<file path="src/edpc_defines.svh">
`ifndef EDPC_DEFINES_SVH
`define EDPC_DEFINES_SVH

// register byte addresses (printed 1Dh is not a multiple of four: index * 4)
`define EDPC_IDX_CTRL        6'h1D
`define EDPC_ADDR_CTRL       8'h74
`define EDPC_ADDR_IRQ_STAT   8'h80
`define EDPC_ADDR_IRQ_MASK   8'h84

// control register fields
`define EDPC_BIT_EN          15
`define EDPC_BIT_AUTO_UP     14
`define EDPC_BIT_AUTO_DOWN   13
`define EDPC_BIT_MAN         12
`define EDPC_BIT_BURST_DIS   11
`define EDPC_BIT_PWR         10
`define EDPC_BIT_ERR_MET     9
`define EDPC_BIT_DATA_MET    8
`define EDPC_ERR_HI          7
`define EDPC_ERR_LO          4
`define EDPC_DATA_HI         3
`define EDPC_DATA_LO         0

// reset values
`define EDPC_RST_AUTO_UP     1'h1
`define EDPC_RST_AUTO_DOWN   1'h1
`define EDPC_RST_THRESH      4'h1

// interrupt status bits
`define EDPC_IRQ_DATA_MET    0
`define EDPC_IRQ_ERR_MET     1
`define EDPC_IRQ_PWR_CHG     2
`define EDPC_IRQ_W           3

// pulse burst
`define EDPC_BURST_LEN       3'h4
`define EDPC_BURST_ONE       3'h1

// event counters saturate here
`define EDPC_CNT_MAX         4'hF

// counter reset idle time
`define EDPC_IDLE_TIME_MS    2000
`define EDPC_CLK_MHZ         200

`endif

</file>
<file path="src/edpc_pkg.sv">
package edpc_pkg;

    typedef enum logic [1:0] {
        EDPC_DOWN   = 2'b00,
        EDPC_UP     = 2'b01,
        EDPC_BURST  = 2'b10
    } edpc_state_t;

endpackage

</file>
<file path="src/edpc_top.sv">
// Design decision made here: the Wishbone interface to the registers.
`timescale 1ns/1ps
`include "edpc_defines.svh"

module edpc_top
    import edpc_pkg::*;
#(
    parameter int IDLE_CYCLES = `EDPC_IDLE_TIME_MS * `EDPC_CLK_MHZ * 1000
) (
    input  wire logic        clk_i,
    input  wire logic        rst_i,
    input  wire logic        strap_enable_i,
    input  wire logic        data_event_i,
    input  wire logic        error_event_i,
    input  wire logic        energy_present_i,
    input  wire logic        wb_cyc_i,
    input  wire logic        wb_stb_i,
    input  wire logic        wb_we_i,
    input  wire logic [7:0]  wb_adr_i,
    input  wire logic [3:0]  wb_sel_i,
    input  wire logic [31:0] wb_dat_i,
    output logic [31:0]      wb_dat_o,
    output logic             wb_ack_o,
    output logic             driver_power_o,
    output logic             ed_pulse_o,
    output logic             irq_o
);

    localparam int CNT_W = 32;

    // control fields
    logic        en_r, en_nxt;
    logic        auto_up_r, auto_up_nxt;
    logic        auto_down_r, auto_down_nxt;
    logic        burst_dis_r, burst_dis_nxt;
    logic [3:0]  err_th_r, err_th_nxt;
    logic [3:0]  data_th_r, data_th_nxt;
    logic        err_met_r, err_met_nxt;
    logic        data_met_r, data_met_nxt;
    logic        strap_done_r, strap_done_nxt;
    // counters
    logic [3:0]  data_cnt_r, data_cnt_nxt;
    logic [3:0]  err_cnt_r, err_cnt_nxt;
    logic [CNT_W-1:0] idle_r, idle_nxt;
    // power state
    edpc_state_t state_r, state_nxt;
    logic        pwr_r, pwr_nxt;
    logic        burst_go;
    logic        pulse;
    logic        busy;
    // bus and interrupts
    logic [31:0] dat_r, dat_nxt;
    logic        ack_r, ack_nxt;
    logic [`EDPC_IRQ_W-1:0] ist_r, ist_nxt;
    logic [`EDPC_IRQ_W-1:0] imask_r, imask_nxt;
    logic        irq_r, irq_nxt;
    logic        ed_pulse_r, ed_pulse_nxt;

    logic        acc, wr_ctrl, rd_ctrl, wr_lo, wr_hi;
    logic        man_go, data_hit, err_hit, pwr_chg;
    logic [15:0] ctrl_view;

    // a held request is taken every other cycle: ack gates the next take
    assign acc     = wb_cyc_i && wb_stb_i && !ack_r;
    assign wr_ctrl = acc && wb_we_i && wb_adr_i == `EDPC_ADDR_CTRL;
    assign rd_ctrl = acc && !wb_we_i && wb_adr_i == `EDPC_ADDR_CTRL;
    assign wr_lo   = wr_ctrl && wb_sel_i[0];
    assign wr_hi   = wr_ctrl && wb_sel_i[1];
    assign man_go  = wr_hi && wb_dat_i[`EDPC_BIT_MAN];
    assign data_hit = en_r && (data_cnt_r >= data_th_r);
    assign err_hit  = en_r && (err_cnt_r >= err_th_r);

    assign ctrl_view = {en_r, auto_up_r, auto_down_r, 1'b0, burst_dis_r, pwr_r,
                        err_met_r, data_met_r, err_th_r, data_th_r};

    // control register
    always_comb begin
        en_nxt         = en_r;
        strap_done_nxt = 1'b1;
        auto_up_nxt    = auto_up_r;
        auto_down_nxt  = auto_down_r;
        burst_dis_nxt  = burst_dis_r;
        err_th_nxt     = err_th_r;
        data_th_nxt    = data_th_r;
        // strap is sampled once, on the first edge out of reset
        if (!strap_done_r) begin
            en_nxt = strap_enable_i;
        end
        if (wr_hi) begin
            en_nxt        = wb_dat_i[`EDPC_BIT_EN];
            auto_up_nxt   = wb_dat_i[`EDPC_BIT_AUTO_UP];
            auto_down_nxt = wb_dat_i[`EDPC_BIT_AUTO_DOWN];
            burst_dis_nxt = wb_dat_i[`EDPC_BIT_BURST_DIS];
        end
        if (wr_lo) begin
            err_th_nxt  = wb_dat_i[`EDPC_ERR_HI:`EDPC_ERR_LO];
            data_th_nxt = wb_dat_i[`EDPC_DATA_HI:`EDPC_DATA_LO];
        end
        // set wins over clear on read
        data_met_nxt = (data_met_r && !rd_ctrl) || data_hit;
        err_met_nxt  = (err_met_r && !rd_ctrl) || err_hit;
    end

    // event counters, saturating; reset after long data silence
    always_comb begin
        data_cnt_nxt = data_cnt_r;
        err_cnt_nxt  = err_cnt_r;
        idle_nxt     = idle_r;
        if (!en_r) begin
            data_cnt_nxt = 4'h0;
            err_cnt_nxt  = 4'h0;
            idle_nxt     = '0;
        end else if (data_event_i) begin
            idle_nxt = '0;
            if (data_cnt_r != `EDPC_CNT_MAX) begin
                data_cnt_nxt = data_cnt_r + 4'h1;
            end
            if (error_event_i && err_cnt_r != `EDPC_CNT_MAX) begin
                err_cnt_nxt = err_cnt_r + 4'h1;
            end
        end else if (idle_r >= CNT_W'(IDLE_CYCLES - 1)) begin
            idle_nxt     = '0;
            data_cnt_nxt = 4'h0;
            err_cnt_nxt  = 4'h0;
            // an error in the wrap cycle is not lost: it opens the new count
            if (error_event_i) begin
                err_cnt_nxt = 4'h1;
            end
        end else begin
            idle_nxt = idle_r + 1'b1;
            if (error_event_i && err_cnt_r != `EDPC_CNT_MAX) begin
                err_cnt_nxt = err_cnt_r + 4'h1;
            end
        end
    end

    // power state machine; error threshold drives no action
    always_comb begin
        state_nxt = state_r;
        pwr_nxt   = pwr_r;
        burst_go  = 1'b0;
        pwr_chg   = 1'b0;
        // pulses are gated by pwr_r: none leaves after the first cycle the driver is down, even mid-burst
        ed_pulse_nxt = pulse && pwr_r;
        case (state_r)
            EDPC_DOWN: begin
                if (man_go || (en_r && auto_up_r && data_hit)) begin
                    state_nxt = EDPC_BURST;
                    pwr_nxt   = 1'b1;
                    burst_go  = 1'b1;
                    pwr_chg   = 1'b1;
                end
            end
            EDPC_BURST: begin
                if (man_go) begin
                    state_nxt = EDPC_DOWN;
                    pwr_nxt   = 1'b0;
                    pwr_chg   = 1'b1;
                end else if (!busy) begin
                    state_nxt = EDPC_UP;
                end
            end
            EDPC_UP: begin
                if (man_go || (en_r && auto_down_r && !energy_present_i)) begin
                    state_nxt = EDPC_DOWN;
                    pwr_nxt   = 1'b0;
                    pwr_chg   = 1'b1;
                end
            end
            default: begin
                state_nxt = EDPC_DOWN;
                pwr_nxt   = 1'b0;
            end
        endcase
    end

    edpc_pulse_gen u_pulse (
        .clk_i    (clk_i),
        .rst_i    (rst_i),
        .start_i  (burst_go),
        .single_i (burst_dis_r),
        .pulse_o  (pulse),
        .busy_o   (busy)
    );

    // bus slave: answer one cycle after the take
    always_comb begin
        ack_nxt = acc;
        dat_nxt = 32'h0;
        if (acc && !wb_we_i) begin
            case (wb_adr_i)
                `EDPC_ADDR_CTRL:     dat_nxt = {16'h0, ctrl_view};
                `EDPC_ADDR_IRQ_STAT: dat_nxt = {29'h0, ist_r};
                `EDPC_ADDR_IRQ_MASK: dat_nxt = {29'h0, imask_r};
                default:             dat_nxt = 32'h0;
            endcase
        end
    end

    // interrupts; an event beats a write-one clear of the same bit
    always_comb begin
        imask_nxt = imask_r;
        ist_nxt   = ist_r;
        if (acc && wb_we_i && wb_adr_i == `EDPC_ADDR_IRQ_STAT && wb_sel_i[0]) begin
            ist_nxt = ist_r & ~wb_dat_i[`EDPC_IRQ_W-1:0];
        end
        if (acc && wb_we_i && wb_adr_i == `EDPC_ADDR_IRQ_MASK && wb_sel_i[0]) begin
            imask_nxt = wb_dat_i[`EDPC_IRQ_W-1:0];
        end
        ist_nxt[`EDPC_IRQ_DATA_MET] = ist_nxt[`EDPC_IRQ_DATA_MET] | data_hit;
        ist_nxt[`EDPC_IRQ_ERR_MET]  = ist_nxt[`EDPC_IRQ_ERR_MET] | err_hit;
        ist_nxt[`EDPC_IRQ_PWR_CHG]  = ist_nxt[`EDPC_IRQ_PWR_CHG] | pwr_chg;
        irq_nxt = |(ist_nxt & imask_nxt);
    end

    always_ff @(posedge clk_i) begin
        if (rst_i) begin
            en_r         <= 1'b0;
            strap_done_r <= 1'b0;
            auto_up_r    <= `EDPC_RST_AUTO_UP;
            auto_down_r  <= `EDPC_RST_AUTO_DOWN;
            burst_dis_r  <= 1'b0;
            err_th_r     <= `EDPC_RST_THRESH;
            data_th_r    <= `EDPC_RST_THRESH;
            err_met_r    <= 1'b0;
            data_met_r   <= 1'b0;
        end else begin
            en_r         <= en_nxt;
            strap_done_r <= strap_done_nxt;
            auto_up_r    <= auto_up_nxt;
            auto_down_r  <= auto_down_nxt;
            burst_dis_r  <= burst_dis_nxt;
            err_th_r     <= err_th_nxt;
            data_th_r    <= data_th_nxt;
            err_met_r    <= err_met_nxt;
            data_met_r   <= data_met_nxt;
        end
    end

    always_ff @(posedge clk_i) begin
        if (rst_i) begin
            data_cnt_r   <= 4'h0;
            err_cnt_r    <= 4'h0;
            idle_r       <= '0;
        end else begin
            data_cnt_r   <= data_cnt_nxt;
            err_cnt_r    <= err_cnt_nxt;
            idle_r       <= idle_nxt;
        end
    end

    always_ff @(posedge clk_i) begin
        if (rst_i) begin
            state_r      <= EDPC_DOWN;
            pwr_r        <= 1'b0;
            ed_pulse_r   <= 1'b0;
        end else begin
            state_r      <= state_nxt;
            pwr_r        <= pwr_nxt;
            ed_pulse_r   <= ed_pulse_nxt;
        end
    end

    always_ff @(posedge clk_i) begin
        if (rst_i) begin
            dat_r        <= 32'h0;
            ack_r        <= 1'b0;
        end else begin
            dat_r        <= dat_nxt;
            ack_r        <= ack_nxt;
        end
    end

    always_ff @(posedge clk_i) begin
        if (rst_i) begin
            ist_r        <= '0;
            imask_r      <= '0;
            irq_r        <= 1'b0;
        end else begin
            ist_r        <= ist_nxt;
            imask_r      <= imask_nxt;
            irq_r        <= irq_nxt;
        end
    end

    assign wb_dat_o       = dat_r;
    assign wb_ack_o       = ack_r;
    assign driver_power_o = pwr_r;
    assign ed_pulse_o     = ed_pulse_r;
    assign irq_o          = irq_r;

endmodule

</file>
<file path="src/edpc_pulse_gen.sv">
`timescale 1ns/1ps
`include "edpc_defines.svh"

module edpc_pulse_gen (
    input  wire logic clk_i,
    input  wire logic rst_i,
    input  wire logic start_i,
    input  wire logic single_i,
    output logic      pulse_o,
    output logic      busy_o
);

    logic [2:0] left_r;
    logic [2:0] left_nxt;
    logic       pulse_r;
    logic       pulse_nxt;

    // one pulse every other cycle so the line sees separate pulses
    always_comb begin
        left_nxt  = left_r;
        pulse_nxt = 1'b0;
        if (start_i) begin
            left_nxt = single_i ? `EDPC_BURST_ONE : `EDPC_BURST_LEN;
        end else if (left_r != 3'h0 && !pulse_r) begin
            pulse_nxt = 1'b1;
            left_nxt  = left_r - 3'h1;
        end
    end

    always_ff @(posedge clk_i) begin
        if (rst_i) begin
            left_r  <= 3'h0;
            pulse_r <= 1'b0;
        end else begin
            left_r  <= left_nxt;
            pulse_r <= pulse_nxt;
        end
    end

    assign pulse_o = pulse_r;
    assign busy_o  = (left_r != 3'h0) || pulse_r;

endmodule

</file>
<file path="config.mk">
export PLATFORM = sky130hd
export DESIGN_NAME = edpc_top
export DESIGN_NICKNAME = d
export VERILOG_FILES = /design/src/edpc_pkg.sv /design/src/edpc_top.sv /design/src/edpc_pulse_gen.sv
export VERILOG_INCLUDE_DIRS = /design/src /design/src/src
export SDC_FILE = /design/constraint.sdc
export NUM_CORES = 1
export LEC_CHECK = 0
export CAP_MARGIN = 5
export CORE_ASPECT_RATIO = 1.5
export CORE_MARGIN = 1.5
export CORE_UTILIZATION = 30
export CTS_CLUSTER_DIAMETER = 50
export DETAILED_ROUTE_END_ITERATION = 10
export DONT_BUFFER_PORTS = 1
export GPL_ROUTABILITY_DRIVEN = 0
export PLACE_DENSITY_LB_ADDON = 0.15
export SYNTH_ARGS = -nofsm -noshare
export SYNTH_HDL_FRONTEND = slang
export SYNTH_HIERARCHICAL = 1
export SYNTH_SLANG_ARGS = --single-unit
</file>
<file path="constraint.sdc">
create_clock -name clk_i -period 3.5 [get_ports clk_i]
set_clock_uncertainty 0.1 [all_clocks]
set_input_delay 0.175 -clock clk_i [delete_from_list [all_inputs] [get_ports clk_i]]
set_output_delay 0.175 -clock clk_i [all_outputs]
set_load 0.02 [all_outputs]
</file>
* Word level (Yosys, flattened, before mapping)
Cells that the tools add are included.
** Cells by class
- Add/sub/neg operators :: 4
- Order comparisons :: 3
- Equality and inequality tests :: 13
- Multiplexer cells :: 31
- Bitwise operators :: 8
- Reduce and logical (&&, ||, !) cells :: 46
** Operator list (number)
- $pmux 16 s3 :: 1
- $add 32x1->32 const B :: 1
- $ge 32x29->1 const B :: 1
- $logic_and 1x1->1 :: 24
- $mux 4 :: 6
- $eq 8x8->1 const B :: 2
- $mux 3 :: 5
- $mux 1 :: 12
- $add 4x1->4 const B :: 2
- $eq 8x7->1 const B :: 1
- $ge 4x4->1 :: 2
- $mux 2 :: 4
- $ne 4x4->1 const B :: 2
- $and 3x3->3 :: 2
- $ne 2x2->1 const B :: 3
- $pmux 1 s3 :: 2
- $pmux 2 s3 :: 1
- $reduce_and 3->1 :: 2
- $reduce_or 2->1 :: 3
- $logic_not 1->1 :: 5
- $logic_or 1x1->1 :: 5
- $ne 2x1->1 const B :: 2
- $reduce_bool 2->1 :: 2
- $reduce_or 4->1 :: 1
- 11 further kinds :: 14
** Storage, ports and cells
- Bits in registers :: 103
- Bits of input ports :: 53
- Word-level logic and storage cells :: 127

* Logic depth before layout (Yosys ltp)
- Word-level depth :: 12
- Gate-level depth with buffers :: 10
- Gate-level depth less buffers :: 10

* Hierarchy
Netlist, hierarchy kept.
** By module, submodules not included
- edpc_top :: times used 1, cells each 417, area each 3642.2 µm²
- edpc_pulse_gen :: times used 1, cells each 22, area each 224.0 µm²

* Worst setup path before layout
Ideal clock, no wire load.
- Path type :: reg-to-reg
- Start point :: register data_cnt_r[0]
- End point :: register u_pulse.left_r[0]
- Library setup time :: 0.137 ns
- Arrival time :: 2.248 ns
- Required time :: 3.263 ns
- Path slack :: 1.015 ns
- Stages on the path, launching flop included :: 11
- Path buffers :: 0
- Clock period less this slack :: 2.485 ns
- Cells stage by stage :: dfxtp_1 inv_1 ha_1 nand2b_1 a2111oi_0 nor2_1 and2_1 o21bai_1 nor2_1 nor4_1 a2111oi_2
** On the way
- Longest elaborated chain between the ends :: 7
** RTL lines
- from (decl) :: line edpc_top.sv:42 : logic [3:0] data_cnt_r, data_cnt_nxt;
- from (signal assigned) :: line edpc_top.sv:246 : data_cnt_r <= data_cnt_nxt;
- $ge 4x4->1 (*) :: line edpc_top.sv:70 : assign data_hit = en_r && (data_cnt_r >= data_th_r);
- $logic_and 1x1->1 (*) :: line edpc_top.sv:70
- $logic_and 1x1->1 (*) :: line edpc_top.sv:147 : if (man_go || (en_r && auto_up_r && data_hit)) begin
- $logic_or 1x1->1 (*) :: line edpc_top.sv:147
- $mux 1 (*) :: line edpc_top.sv:147
- $mux 1 (*) :: line edpc_top.sv:145 : case (state_r)
- net burst_go :: line edpc_top.sv:48 : logic burst_go;
- $mux 3 / $reduce_bool 2->1 (equally long branches)
- to (signal assigned) :: line edpc_pulse_gen.sv:35 : left_r <= left_nxt;
- to (decl) :: line edpc_pulse_gen.sv:13 : logic [2:0] left_r;
The timed path passes the listed nets; every way through them passes the cells marked *.
A chain may end at the register's enable or synchronous reset.

* Worst setup path in the final report
Same ends and word-level chain as after synthesis.

==> flow_metrics.env <==
export IMPL_synth_top_cell_by_area="dfxtp_1"
export IMPL_insertion_delay_ns=0.33
export IMPL_ant_nets=0
export IMPL_grt_ovfl_total=0
export IMPL_die_x_um=95.7
export IMPL_ys_seq_area_share_pct=44.5
export IMPL_drc=0
export IMPL_core_mm2=0.0125
export IMPL_fin_crit_sh_pct=85.0
export IMPL_ys_async_sr_fraction_pct=0
export IMPL_cts_sinks=86
export IMPL_rsz0062_at_grt="no"
export IMPL_cts_made_buffers=9
export IMPL_maxSlewHeadroom_pct=37.3
export IMPL_layout_drive_gt1_share_pct=5.38
export IMPL_initial_core_util_pct=30.9
export IMPL_area_growth_pct=15.0
export IMPL_fin_cells=621
export IMPL_initialDrtViolationCount=103
export IMPL_yosys_area_share_simple_pct=26.9
export IMPL_fin_setup_tns_ns=0
export IMPL_synth_edf_count=0
export IMPL_hold_viol=0
export IMPL_cpMaxStageDelayCell="a2111oi_0"
export IMPL_status="finished, final reports clean"
export IMPL_wirelength_um=8800
export IMPL_final_util_pct=35.5
export IMPL_dr_pass1_iters=4
export IMPL_muxShareOfSynthArea_pct=3.40
export IMPL_synth_area_per_cell_um2=8.81
export IMPL_num_fill_cells=1328
export IMPL_die_h_um=142
export IMPL_gr_usage_met2_pct=25.2
export IMPL_synth_top_cell_area_share_pct=44.5
export IMPL_powerDensity_mw_per_mm2=508
export IMPL_crit_family="simple AND/OR/NAND/NOR gates"
export IMPL_synth_adder_area_share_pct=4.21
export IMPL_synth_area_top_cells="dfxtp_1 45%, nor2_1 6.4%, nand2_1 4.5%"
export IMPL_max_freq_ghz=0.336
export IMPL_period_minus_slack_ns=2.97
export IMPL_required_ns=3.57
export IMPL_arrival_ns=3.05
export IMPL_met3_usage_pct=3.47
export IMPL_synth_xor_area_share_pct=6.34
export IMPL_grt_pass1_vias=2994
export IMPL_grt_usage_pct=14.0
export IMPL_drv_cap=0
export IMPL_synth_top_family_by_area="simple AND/OR/NAND/NOR gates"
export IMPL_diodes=0
export IMPL_hpwl_um=6500
export IMPL_setup_viol=0
export IMPL_clk_pin_slew_ns=0.07
export IMPL_worst_path_buf_inv=1
export IMPL_startpoint_type="register"
export IMPL_end_kind="register"
export IMPL_multiInputGateArea_mm2=0.00198
export IMPL_wl_per_cell_um=14.2
export IMPL_crit_chain="inv_1 > ha_1 > nand2b_1 > a2111oi_0 > nor2_1 > and2_1 > o21bai_1 > nor2_1 > nor4_1 > a2111oi_2"
export IMPL_synth_compound_area_share_pct=8.25
export IMPL_leakagePower_nw=1.61
export IMPL_routed_via_count=2987
export IMPL_min_path_type="input pin to register"
export IMPL_dp_cells=589
export IMPL_num_rows=50
export IMPL_cpMostUsedCell="nor2_1"
export IMPL_dieArea_mm2=0.0136
export IMPL_synth_cell_types=53
export IMPL_critPathKind="register to register"
export IMPL_root_buffer="clkbuf_16"
export IMPL_nets=526
export IMPL_viasPerCell=4.81
export IMPL_syn_inst=439
export IMPL_portBuffers=0
export IMPL_critPathMaxStageDelay_ns=0.55
export IMPL_synth_seq_cells=86
export IMPL_io_pins=89
export IMPL_path_max_fanout=7
export IMPL_ys_flop_type="dfxtp_1"
export IMPL_slew_violations=0
export IMPL_cts_path_max_buffers=2
export IMPL_worst_pin_slew_ns=0.938
export IMPL_netlist_area_mm2=0.00387
export IMPL_gr_max_usage_layer="met2"
export IMPL_seq_area_mm2=0.00172
export IMPL_peakVddDrop_uv=251
export IMPL_htreeDepth=3
export IMPL_cts_tree="built"
export IMPL_cts_setup_buffers=0
export IMPL_grt_use_met1_pct=15.0
export IMPL_grt_max_degree=30
export IMPL_ys_warn_count=6
export IMPL_grt_pass1_wl_um=14600
export IMPL_antenna_found_initial=0
[Yosys cell counts, types with 2 or more instances]
cell type / n
xnor2_1: 13
or4_1: 2
nand3b_1: 3
nor2_1: 66
mux2i_1: 12
inv_1: 16
nand2_1: 46
buf_6: 2
nand2b_1: 6
o21ai_0: 6
dfxtp_1: 86
and4b_1: 3
or3_1: 4
or2_2: 2
a2111oi_2: 2
a211oi_1: 5
and4_1: 5
a21o_1: 4
nand3_1: 14
xor2_1: 15
clkbuf_1: 6
and3_1: 9
nand4_1: 8
ha_1: 13
a31oi_1: 2
buf_4: 17
a21oi_1: 18
nor4_1: 8
and2_1: 9
nor4b_1: 4
nor2b_1: 2
nor3_1: 9
nor3b_1: 2
[layer usage]
layer,wire [um],up-vias
li1,-,1525
met1,3460,1396
met2,4800,50
met3,306,16
met4,229,0
met5,0,-
[worst reg2reg max path, cell delays in order (launching register included)]
cell and delay (ns):
dfxtp_1 0.42, inv_1 0.07, ha_1 0.26, nand2b_1 0.14, a2111oi_0 0.55, nor2_1 0.15, and2_1 0.19, o21bai_1 0.24
nor2_1 0.18, nor4_1 0.41, a2111oi_2 0.10
[what timing repair did]
action                     in CTS  in global routing
hold buffers                   16                  0
resized for setup               0                  1
hold endpoints to repair       34                  0
setup endpoints to repair       0                 28
[worst paths after layout]
| kind | from | to | slack, ns | cells after the start |
|---|---|---|---|---|
| worst min register to register | err_th_r[3]$_SDFFE_PP0P_ | err_th_r[3]$_SDFFE_PP0P_ | 0.35 | 2 |
| worst max register to register | data_cnt_r[0]$_SDFFE_PP0P_ | u_pulse/left_r[0]$_SDFFE_PP0P_ | 0.53 | 10 |
| worst min-delay path | error_event_i | err_cnt_r[2]$_SDFF_PP0_ | 0.03 | 2 |
| worst max-delay path | data_cnt_r[0]$_SDFFE_PP0P_ | u_pulse/left_r[0]$_SDFFE_PP0P_ | 0.53 | 10 |
[stage by stage]
step | hold WS [ns] | cell area (um^2) | power [W] | setup WS [ns]
6_report | 0.0284 | 4450 | 0.00226 | 0.525
5_1_grt | 0.0414 | 4450 | 0.00235 | 0.204
2_1_floorplan | 0.144 | 3940 | 0.00122 | 1.02
4_1_cts | 0.00731 | 4450 | 0.00229 | 0.145
3_3_place_gp | 0.150 | 3960 | 0.00122 | 0.662
3_5_place_dp | 0.150 | 3960 | 0.00123 | 0.570
[cell type report]
type | instances | area share [%]
flip-flops and latches | 86 | 38.7
multi-input cells | 329 | 44.4
well taps | 156 | 4.39
repair buffers | 17 | 3.77
inverters | 17 | 1.44
clock buffers | 10 | 5.37
clock inverters | 6 | 1.89
[where the power goes]
part           switching [W]  internal, W
Clock               0.000388     0.000643
Sequential         0.0000224      0.00100
Combinational       0.000106    0.0000926
[sequential cells by signal (all words and copies together) (netlist names), 4 cells and up]
| register | flops |
|---|---|
| data_cnt_r | 4 |
| data_th_r | 4 |
| wb_dat_o | 15 |
| err_cnt_r | 4 |
| err_th_r | 4 |
| idle_r | 32 |
[cell families after synthesis]
logic type                 count (synthesis)
and+or+nand+nor                          207
other                                      1
buffers and inverters                     43
adders and majority gates                 13
xor gates and xnor gates                  28
muxes                                     13
DFF                                       86
AOI/OAI and AO/OA                         48
[placed cells by master (no fill, tap or decap), drive strengths merged, types with 13 or more instances in the layout]
cell type    instances
a21oi               18
conb                20
dfxtp               86
dlygate4sd3         16
ha                  13
inv                 17
nand2               46
nand3               14
nor2                66
xnor2               13
xor2                15
Note: power is estimated with default switching activity, not from simulation.
